### src/shared/fppec_defines.svh
// Purpose: offsets, fields, commands, reset values and timing of the flash sequencer
// Assumes: register index times four is the byte address on the bus
// Notes: definitions only
`ifndef FPPEC_DEFINES_SVH
`define FPPEC_DEFINES_SVH

// register indexes (byte address is index * 4)
`define FPPEC_IDX_CTL 12'hFF8
`define FPPEC_IDX_PAGE 12'hFF9
`define FPPEC_IDX_FREQH 12'hFFA
`define FPPEC_IDX_FREQL 12'hFFB

// program memory window and geometry
`define FPPEC_MEM_TOP 3'h0
`define FPPEC_ADDR_W 13
`define FPPEC_PAGE_W 7
`define FPPEC_SECTORS 8

// control commands
`define FPPEC_CMD_UNLK1 8'h73
`define FPPEC_CMD_UNLK2 8'h8C
`define FPPEC_CMD_PERASE 8'h95
`define FPPEC_CMD_MERASE 8'h63
`define FPPEC_CMD_PROT 8'h5E

// controller state field codes
`define FPPEC_ST_LOCKED 6'h00
`define FPPEC_ST_UNLK1 6'h01
`define FPPEC_ST_UNLK2 6'h02
`define FPPEC_ST_UNLOCKED 6'h03
`define FPPEC_ST_PROT 6'h04
`define FPPEC_ST_PROG 6'h08
`define FPPEC_ST_PERASE 6'h10
`define FPPEC_ST_MERASE 6'h20

// reset values
`define FPPEC_RST_BYTE 8'h00
`define FPPEC_RST_PROT 8'h00

// operation times in microseconds, converted at run time from clock_khz_value
`define FPPEC_PROG_TIME_US 18'h00028
`define FPPEC_PERASE_TIME_US 18'h02710
`define FPPEC_MERASE_TIME_US 18'h30D40
`define FPPEC_KHZ_PER_MHZ 17'h003E8

`endif

### src/shared/fppec_pkg.sv
// Purpose: types shared by the flash sequencer files
// Assumes: nothing beyond the defines header
// Notes: nothing is imported by users
package fppec_pkg;

  // sequencer states
  typedef enum logic [2:0] {
    ST_LOCKED,
    ST_UNLK1,
    ST_UNLK2,
    ST_UNLOCKED,
    ST_PROT_SEL,
    ST_PROG,
    ST_PERASE,
    ST_MERASE
  } fppec_state_t;

  // request toward the flash array
  typedef struct packed {
    logic rd;
    logic prog;
    logic page_erase;
    logic mass_erase;
    logic [12:0] addr;
    logic [7:0] wdata;
  } fppec_arr_req_t;

endpackage

### src/hdl/fppec_timer.sv
// Purpose: times program and erase operations from the clock rate in kilohertz
// Assumes: clock_khz_value holds the system clock rate in kHz
// Notes: a rate of zero ticks every cycle
`include "fppec_defines.svh"

module fppec_timer (
  input wire logic hclk,
  input wire logic hresetn,
  input wire logic start,
  input wire logic [17:0] dur_us,
  input wire logic [15:0] clock_khz_value,
  output logic busy,
  output logic done
);
  logic [16:0] acc_q;
  logic [17:0] cnt_q;
  logic [16:0] acc_sum;
  logic tick;

  // one microsecond passes each time the accumulator wraps the rate
  assign acc_sum = acc_q + `FPPEC_KHZ_PER_MHZ;
  assign tick = acc_sum >= {1'b0, clock_khz_value};

  // microsecond accumulator
  always_ff @(posedge hclk or negedge hresetn) begin
    if (!hresetn) begin
      acc_q <= 17'h00000;
    end else if (start) begin
      acc_q <= 17'h00000;
    end else if (busy) begin
      acc_q <= tick ? acc_sum - {1'b0, clock_khz_value} : acc_sum;
    end
  end

  // remaining microseconds and completion pulse
  always_ff @(posedge hclk or negedge hresetn) begin
    if (!hresetn) begin
      cnt_q <= 18'h00000;
      busy <= 1'b0;
      done <= 1'b0;
    end else begin
      done <= 1'b0;
      if (start) begin
        cnt_q <= dur_us;
        busy <= 1'b1;
      end else if (busy && tick) begin
        if (cnt_q <= 18'h00001) begin
          busy <= 1'b0;
          done <= 1'b1;
        end else begin
          cnt_q <= cnt_q - 18'h00001;
        end
      end
    end
  end
endmodule

### src/hdl/fppec_top.sv
// Purpose: protection and program/erase sequencing of an on-chip flash controller
// Assumes: one AHB-Lite master; dbg_access marks transfers made by the debugger
// Notes: the flash array performs the cell operations; this block times and guards them
`include "fppec_defines.svh"

module fppec_top (
  input wire logic hclk,
  input wire logic hresetn,
  input wire logic hsel,
  input wire logic [15:0] haddr,
  input wire logic [1:0] htrans,
  input wire logic hwrite,
  input wire logic [2:0] hsize,
  input wire logic [31:0] hwdata,
  input wire logic hready,
  input wire logic dbg_access,
  input wire logic readout_protect_option,
  input wire logic high_side_write_option,
  input wire logic write_protect_option,
  input wire logic [7:0] arr_rdata,
  output logic [31:0] hrdata,
  output logic hreadyout,
  output logic hresp,
  output fppec_pkg::fppec_arr_req_t arr_req,
  output logic cpu_stall
);
  fppec_pkg::fppec_state_t state_q;
  fppec_pkg::fppec_state_t state_d;
  logic ap_valid_q;
  logic ap_write_q;
  logic ap_dbg_q;
  logic [15:0] ap_addr_q;
  logic [6:0] page_q;
  logic info_en_q;
  logic [7:0] prot_q;
  logic [15:0] khz_q;
  logic rd_pend_q;
  logic [12:0] rd_addr_q;
  logic [1:0] rd_step_q;
  logic accept;
  logic is_mem;
  logic is_reg;
  logic wr_now;
  logic wr_ctl;
  logic wr_page;
  logic wr_freqh;
  logic wr_freql;
  logic wr_mem;
  logic [7:0] wbyte;
  logic busy;
  logic op_start;
  logic [17:0] op_dur;
  logic tmr_done;
  logic page_ok;
  logic prog_ok;
  logic [5:0] state_code;
  logic [31:0] reg_rdata;

  // address phase decode
  assign accept = hsel && htrans[1] && hready;
  assign is_mem = haddr[15:13] == `FPPEC_MEM_TOP;
  assign is_reg = haddr[15:14] == 2'h0 && haddr[13:4] == 10'(`FPPEC_IDX_CTL >> 2);

  // data phase write strobes
  assign wr_now = ap_valid_q && ap_write_q;
  assign wbyte = hwdata[7:0];
  assign wr_ctl = wr_now && ap_addr_q[15:2] == {2'h0, `FPPEC_IDX_CTL};
  assign wr_page = wr_now && ap_addr_q[15:2] == {2'h0, `FPPEC_IDX_PAGE};
  assign wr_freqh = wr_now && ap_addr_q[15:2] == {2'h0, `FPPEC_IDX_FREQH};
  assign wr_freql = wr_now && ap_addr_q[15:2] == {2'h0, `FPPEC_IDX_FREQL};
  assign wr_mem = wr_now && ap_addr_q[15:13] == `FPPEC_MEM_TOP;

  assign busy = state_q == fppec_pkg::ST_PROG || state_q == fppec_pkg::ST_PERASE ||
                state_q == fppec_pkg::ST_MERASE;

  // gate by option bits, sector bits and debugger access
  function automatic logic sector_open(input logic [2:0] sector, input logic dbg);
    logic opt_ok;
    // user refused with both options clear
    opt_ok = write_protect_option || (high_side_write_option && sector[2]);
    sector_open = dbg || (opt_ok && !prot_q[sector]);
  endfunction

  always_comb page_ok = page_q[6:4] == 3'h0 && sector_open(page_q[3:1], ap_dbg_q);

  always_comb prog_ok = ap_dbg_q ||
                        ({page_q, 9'h000} == {3'h0, ap_addr_q[12:9], 9'h000} &&
                         sector_open(ap_addr_q[12:10], 1'b0));

  // sequencer next state
  always_comb begin
    state_d = state_q;
    op_start = 1'b0;
    op_dur = `FPPEC_PROG_TIME_US;
    unique case (state_q)
      fppec_pkg::ST_LOCKED: begin
        if (wr_ctl && wbyte == `FPPEC_CMD_UNLK1) begin
          state_d = fppec_pkg::ST_UNLK1;
        end
      end
      fppec_pkg::ST_UNLK1: begin
        if (wr_ctl) begin
          if (wbyte == `FPPEC_CMD_UNLK2) begin
            state_d = ap_dbg_q ? fppec_pkg::ST_UNLOCKED : fppec_pkg::ST_UNLK2;
          end else if (wbyte == `FPPEC_CMD_PROT) begin
            state_d = fppec_pkg::ST_PROT_SEL;
          end else begin
            state_d = fppec_pkg::ST_LOCKED;
          end
        end
      end
      fppec_pkg::ST_UNLK2: begin
        if (wr_ctl) begin
          state_d = fppec_pkg::ST_LOCKED;
        end else if (wr_page) begin
          state_d = wbyte[6:0] == page_q ? fppec_pkg::ST_UNLOCKED : fppec_pkg::ST_LOCKED;
        end
      end
      fppec_pkg::ST_PROT_SEL: begin
        if (wr_ctl || wr_page) begin
          state_d = fppec_pkg::ST_LOCKED;
        end
      end
      fppec_pkg::ST_UNLOCKED: begin
        if (wr_ctl) begin
          state_d = fppec_pkg::ST_LOCKED;
          if (wbyte == `FPPEC_CMD_PERASE && page_ok) begin
            state_d = fppec_pkg::ST_PERASE;
            op_start = 1'b1;
            op_dur = `FPPEC_PERASE_TIME_US;
          end else if (wbyte == `FPPEC_CMD_MERASE && ap_dbg_q) begin
            state_d = fppec_pkg::ST_MERASE;
            op_start = 1'b1;
            op_dur = `FPPEC_MERASE_TIME_US;
          end
        end else if (wr_page && !ap_dbg_q) begin
          state_d = fppec_pkg::ST_LOCKED;
        end else if (wr_mem && prog_ok) begin
          state_d = fppec_pkg::ST_PROG;
          op_start = 1'b1;
        end
      end
      fppec_pkg::ST_PROG: begin
        if (tmr_done) begin
          state_d = fppec_pkg::ST_UNLOCKED;
        end
      end
      fppec_pkg::ST_PERASE, fppec_pkg::ST_MERASE: begin
        if (tmr_done) begin
          state_d = fppec_pkg::ST_LOCKED;
        end
      end
    endcase
  end

  always_ff @(posedge hclk or negedge hresetn) begin
    if (!hresetn) begin
      state_q <= fppec_pkg::ST_LOCKED;
    end else begin
      state_q <= state_d;
    end
  end

  always_comb begin
    unique case (state_q)
      fppec_pkg::ST_LOCKED: state_code = `FPPEC_ST_LOCKED;
      fppec_pkg::ST_UNLK1: state_code = `FPPEC_ST_UNLK1;
      fppec_pkg::ST_UNLK2: state_code = `FPPEC_ST_UNLK2;
      fppec_pkg::ST_UNLOCKED: state_code = `FPPEC_ST_UNLOCKED;
      fppec_pkg::ST_PROT_SEL: state_code = `FPPEC_ST_PROT;
      fppec_pkg::ST_PROG: state_code = `FPPEC_ST_PROG;
      fppec_pkg::ST_PERASE: state_code = `FPPEC_ST_PERASE;
      fppec_pkg::ST_MERASE: state_code = `FPPEC_ST_MERASE;
    endcase
  end

  // register read mux; unmapped words read zero
  always_comb begin
    reg_rdata = 32'h00000000;
    unique case (haddr[3:2])
      2'h0: reg_rdata = {26'h0000000, state_code};
      2'h1: reg_rdata = {24'h000000, info_en_q, page_q};
      2'h2: reg_rdata = {24'h000000, khz_q[15:8]};
      2'h3: reg_rdata = {24'h000000, khz_q[7:0]};
    endcase
  end

  // page select register, frozen while a page is open to user code
  always_ff @(posedge hclk or negedge hresetn) begin
    if (!hresetn) begin
      {info_en_q, page_q} <= `FPPEC_RST_BYTE;
    end else if (wr_page && !busy && state_q != fppec_pkg::ST_PROT_SEL &&
                 (state_q != fppec_pkg::ST_UNLOCKED || ap_dbg_q)) begin
      page_q <= wbyte[6:0];
      info_en_q <= wbyte[7];
    end
  end

  // user bits set only; debugger may clear
  always_ff @(posedge hclk or negedge hresetn) begin
    if (!hresetn) begin
      prot_q <= `FPPEC_RST_PROT;
    end else if (wr_page && state_q == fppec_pkg::ST_PROT_SEL) begin
      prot_q <= ap_dbg_q ? wbyte : prot_q | wbyte;
    end
  end

  always_ff @(posedge hclk or negedge hresetn) begin
    if (!hresetn) begin
      khz_q <= {`FPPEC_RST_BYTE, `FPPEC_RST_BYTE};
    end else if (wr_freqh) begin
      khz_q[15:8] <= wbyte;
    end else if (wr_freql) begin
      khz_q[7:0] <= wbyte;
    end
  end

  // address phase capture
  always_ff @(posedge hclk or negedge hresetn) begin
    if (!hresetn) begin
      ap_valid_q <= 1'b0;
      ap_write_q <= 1'b0;
      ap_dbg_q <= 1'b0;
      ap_addr_q <= 16'h0000;
    end else begin
      ap_valid_q <= accept;
      if (accept) begin
        ap_write_q <= hwrite;
        ap_dbg_q <= dbg_access;
        ap_addr_q <= haddr;
      end
    end
  end

  // bus answers: registers zero wait, array reads wait for the array
  always_ff @(posedge hclk or negedge hresetn) begin
    if (!hresetn) begin
      hrdata <= 32'h00000000;
      hreadyout <= 1'b1;
      hresp <= 1'b0;
      rd_pend_q <= 1'b0;
      rd_addr_q <= 13'h0000;
    end else begin
      hresp <= 1'b0;
      if (accept && !hwrite) begin
        if (is_mem && !(dbg_access && readout_protect_option)) begin
          rd_pend_q <= 1'b1;
          rd_addr_q <= haddr[12:0];
          hreadyout <= 1'b0;
        end else begin
          hrdata <= is_reg ? reg_rdata : 32'h00000000;
        end
      end else if (rd_step_q == 2'h2) begin
        hrdata <= {24'h000000, arr_rdata};
        hreadyout <= 1'b1;
      end
      if (rd_pend_q && !busy && rd_step_q == 2'h0) begin
        rd_pend_q <= 1'b0;
      end
    end
  end

  // array read pacing: strobe, array latch, capture
  always_ff @(posedge hclk or negedge hresetn) begin
    if (!hresetn) begin
      rd_step_q <= 2'h0;
    end else if (rd_pend_q && !busy && rd_step_q == 2'h0) begin
      rd_step_q <= 2'h1;
    end else if (rd_step_q != 2'h0) begin
      rd_step_q <= rd_step_q == 2'h2 ? 2'h0 : rd_step_q + 2'h1;
    end
  end

  // array request, held for the length of each operation
  always_ff @(posedge hclk or negedge hresetn) begin
    if (!hresetn) begin
      arr_req <= '0;
    end else begin
      arr_req.rd <= rd_pend_q && !busy && rd_step_q == 2'h0;
      if (rd_pend_q && !busy && rd_step_q == 2'h0) begin
        arr_req.addr <= rd_addr_q;
      end
      if (op_start) begin
        // array clears bits and erases to FFH
        arr_req.prog <= state_d == fppec_pkg::ST_PROG;
        arr_req.page_erase <= state_d == fppec_pkg::ST_PERASE;
        arr_req.mass_erase <= state_d == fppec_pkg::ST_MERASE;
        arr_req.addr <= state_d == fppec_pkg::ST_PROG ? ap_addr_q[12:0] :
                        state_d == fppec_pkg::ST_PERASE ? {page_q[3:0], 9'h000} : 13'h0000;
        arr_req.wdata <= wbyte;
      end else if (tmr_done) begin
        arr_req.prog <= 1'b0;
        arr_req.page_erase <= 1'b0;
        arr_req.mass_erase <= 1'b0;
      end
    end
  end

  always_ff @(posedge hclk or negedge hresetn) begin
    if (!hresetn) begin
      cpu_stall <= 1'b0;
    end else begin
      cpu_stall <= state_d == fppec_pkg::ST_PROG || state_d == fppec_pkg::ST_PERASE ||
                   state_d == fppec_pkg::ST_MERASE;
    end
  end

  // operation timer
  fppec_timer u_timer (
    .hclk(hclk),
    .hresetn(hresetn),
    .start(op_start),
    .dur_us(op_dur),
    .clock_khz_value(khz_q),
    .busy(),
    .done(tmr_done)
  );
endmodule

### config.mk
export PLATFORM = sky130hd
export DESIGN_NAME = fppec_top
export DESIGN_NICKNAME = d
export VERILOG_FILES = /design/src/shared/fppec_pkg.sv /design/src/hdl/fppec_timer.sv /design/src/hdl/fppec_top.sv
export VERILOG_INCLUDE_DIRS = /design/src /design/src/shared
export SDC_FILE = /design/constraint.sdc
export NUM_CORES = 1
export LEC_CHECK = 0
export ABC_CLOCK_PERIOD_IN_PS = 5550
export BUFFER_PORTS_ARGS = -buffer_cell sky130_fd_sc_hd__clkbuf_2
export CORE_MARGIN = 1.5
export CORE_UTILIZATION = 30
export CTS_BUF_LIST = sky130_fd_sc_hd__clkbuf_2
export DETAILED_ROUTE_END_ITERATION = 8
export PLACE_DENSITY = 0.56
export SETUP_SLACK_MARGIN = 0.15
export SKIP_LAST_GASP = 1
export SYNTH_ARGS = -nofsm -noshare
export SYNTH_HDL_FRONTEND = slang
export SYNTH_HIERARCHICAL = 1
export SYNTH_SLANG_ARGS = --single-unit
### constraint.sdc
create_clock -name hclk -period 5.55 [get_ports hclk]
set_clock_uncertainty 0.1 [all_clocks]
set_input_delay 0.8325 -clock hclk [delete_from_list [all_inputs] [get_ports hclk]]
set_output_delay 0.8325 -clock hclk [all_outputs]
set_load 0.05 [all_outputs]
==> flow_metrics.tcl <==
set metrics [dict create \
    pwr-share-clk_pct 14.9 \
    tightestPinTransition_ns 0.998 \
    internal_power_uw 2480 \
    powerDensity_nw_per_um2 477 \
    synth_edf_count 0 \
    crit_path_cell_trace "or4_1 -> nor3_1 -> nor2_1 -> nand3_1 -> xnor2_1 -> ha_1 -> and3_1 -> nand4_1 -> nand3_2 -> or2_1 -> and4b_1 -> o31a_1" \
    p_leak_uw 0.00437 \
    required_ns 6.03 \
    critPathSlowestCell "or2_1" \
    synth_top_area_share_pct 41.0 \
    hold_viol_final 0 \
    grt_usage_pct 15.4 \
    path_class "reg -> reg" \
    fin_util_pct 33.6 \
    antenna_found_initial 1 \
    grt_overflow_total 0 \
    critical_path.max_stage_delay_ns 0.68 \
    fin_nets 993 \
    yosys-top-cells-area "dfrtp_1 (41%), mux2_2 (8.0%), nand2_1 (3.2%), ha_1 (2.8%), xnor2_1 (2.6%)" \
    p_sw_share_pct 44.8 \
    clk_latency_ns 0.71 \
    synth_seq_cells 142 \
    status "finished clean" \
    grt_pass1_wl_mm 35.1 \
    finalWeightedCongestion 0.845 \
    core_um2 28000 \
    seqPwrFrac_pct 33.4 \
    peakVddDrop_mv 0.197 \
    p_switching_uw 2010 \
    drt-pass1-iter-count 5 \
    clock-sinks 142 \
    place_area_um2 9160 \
    synthArstFlopShare_pct 100 \
    hold_buffers 0 \
    synth_cell_types 94 \
    critPathArrivalTime_ns 4.79 \
    cp-end-kind "flop" \
    ctsResizeCount 0 \
    drt-initial-drc-count 470 \
    dp_slack_ns 1.34 \
    drcViolationCount 0 \
    relSlewSlack_pct 33.0 \
    netlist_area_um2 8600 \
    ctsLongestPathBuffers 2 \
    dp_hpwl_mm 15.5 \
    finalSetupTns_ns 0 \
    yosysWarnings 6 \
    period_needed_ns 4.31 \
    cts.reportedPaths.clkPinSlew_ns 0.22 \
    htree_levels 4 \
    cts-root-buf "clkbuf_2" \
    finalInstanceArea_um2 9420 \
    rsz0062_at_grt "false" \
    fill_cells 2947 \
    cap_viol_max_count 0 \
    ys.flop_type "dfrtp_1" \
    critPathLaunchType "flop" \
    postCtsSetupRepairBufs 0 \
    yosysMostFrequentCell "dfrtp_1" \
    timing.fmax_ghz 0.232 \
    io_buffers 76 \
    via_per_inst 5.06 \
    cts_tree "done" \
    maxSlewViolCount 0 \
    vias 6548 \
    comb_power_share_pct 51.7 \
    start_util_pct 30.7 \
    yosysSeqAreaShare_pct 41.3 \
    synth_commonest_cells "dfrtp_1 (141), nand2_1 (74), mux2_2 (61), nor2_1 (42), inv_1 (39)" \
    num_rows 61 \
    syn_avg_cell_area_um2 10.2 \
    drive_gt1_share_pct 23.6 \
    finalCritPeriodShare_pct 77.6 \
    cts_buffers 17 \
    setup_viol 0 \
    die_area_um2 29700 \
    fp.dieH_um 172 \
    hold_path_class "in -> async" \
    die_w_um 172 \
    ios 130 \
    final.setup.worst_slack_ns 1.24 \
    drtAntennaViolNets 0 \
    cp_max_fo 23 \
    wl_mm 21.8 \
    grt_max_degree 97 \
    syn_inst 847 \
    yosysTopAreaCell "dfrtp_1" \
    post_drt_wl_per_cell_um 16.9 \
    area_delta_synth_final_pct 9.51 \
    grt_pass1_vias 6421 \
]
## flip-flops by register name, indices dropped and copies added (netlist names)
| register | cells |
|---|---|
| ap_write_q | 1 |
| ap_addr_q | 16 |
| ap_valid_q | 1 |
| u_timer/acc_q | 17 |
| page_q | 7 |
| khz_q | 16 |
| rd_addr_q | 13 |
| prot_q | 8 |
| state_q | 3 |
| ap_dbg_q | 1 |
| u_timer/busy | 1 |
| u_timer/done | 1 |
| hreadyout | 1 |
| info_en_q | 1 |
| cpu_stall | 1 |
| rd_pend_q | 1 |
| arr_req | 25 |
| u_timer/cnt_q | 18 |
| hrdata | 8 |
| rd_step_q | 2 |
## logic make-up (layout without fill, tap and decap cells)
family          Yosys count  after routing  synth area share [%]
simple gates            260            260                  16.4
xor+xnor                 42             42                  4.28
compound gates          177            177                  14.8
flops                   142            142                  41.3
other cells               1             33                0.0436
buf+inv                 113            150                  6.95
fa+ha+maj                20             20                  3.00
mux                      92             92                  13.2
## path summary, 6_finish.rpt
check	startpoint	to	slack, ns	depth (start not counted)
setup / recovery	u_timer/acc_q[7]$_DFFE_PN0P_	u_timer/cnt_q[10]$_DFFE_PN0P_	1.24	12
hold / removal	hresetn	arr_req[14]$_DFFE_PN0P_	0.09	1
setup reg to reg	u_timer/acc_q[7]$_DFFE_PN0P_	u_timer/cnt_q[10]$_DFFE_PN0P_	1.24	12
hold reg to reg	rd_step_q[1]$_DFFE_PN0P_	rd_step_q[1]$_DFFE_PN0P_	0.36	1
max in group asynchronous	hresetn	page_q[6]$_DFFE_PN0P_	4.08	2
min in group hclk	haddr[4]	ap_addr_q[4]$_DFFE_PN0P_	0.29	2
## layer usage
metal	wire [um]	global-route usage, %
met2	9560	23.3
met3	1030	2.98
met5	0	0
met4	245	3.71
met1	11000	22.4
## final cells by class
type                            count  area, um2  area share [%]
Antenna cell                        1       2.50          0.0266
Clock buffer                       18       90.1           0.956
Clock inverter                     13        171            1.82
Inverter                           39        146            1.55
Multi-Input combinational cell    623       4570            48.5
Sequential cell                   142       3550            37.7
Tap cell                          378        473            5.02
Timing Repair Buffer               80        417            4.42
## through the flow
| step | instances | power, uW | hold WS (ns) |
|---|---|---|---|
| finish | 1294 | 4490 | 0.0942 |
| detailed placement | 1262 | 3830 | 0.338 |
| CTS | 1293 | 4520 | 0.0731 |
| global route | 1294 | 4860 | 0.0751 |
| global placement | 1262 | 3810 | 0.333 |
| floorplan | 878 | 3360 | 0.317 |
## critical path: cells and delay by family (launching register included)
family / cells / cell delay [ns]
adder cells (fa/ha/maj): 1 / 0.34
AO/OA/AOI/OAI: 1 / 0.24
flip-flops: 1 / 0.48
AND/OR/NAND/NOR: 9 / 2.84
XOR/XNOR: 1 / 0.18
## power groups by stage
stage / combinational, uW / clock [uW] / sequential [uW]
2_1_floorplan: 1630 / 0 / 1730
3_3_place_gp: 2290 / 0 / 1520
3_5_place_dp: 2310 / 0 / 1520
4_1_cts: 2320 / 699 / 1500
5_1_grt: 2580 / 740 / 1540
6_report: 2320 / 671 / 1500
## cell usage in the layout (no fill, tap or decap), types with 16 or more instances in the layout
cell,n
a21oi_1,27
clkbuf_2,93
conb_1,32
dfrtp_1,141
ha_1,19
inv_1,39
mux2_2,61
nand2_1,74
nand3_1,21
nor2_1,42
nor3_1,24
o21ai_0,28
o21ai_1,17
xnor2_1,26
xor2_1,16
(Power assumes the default switching activity.)
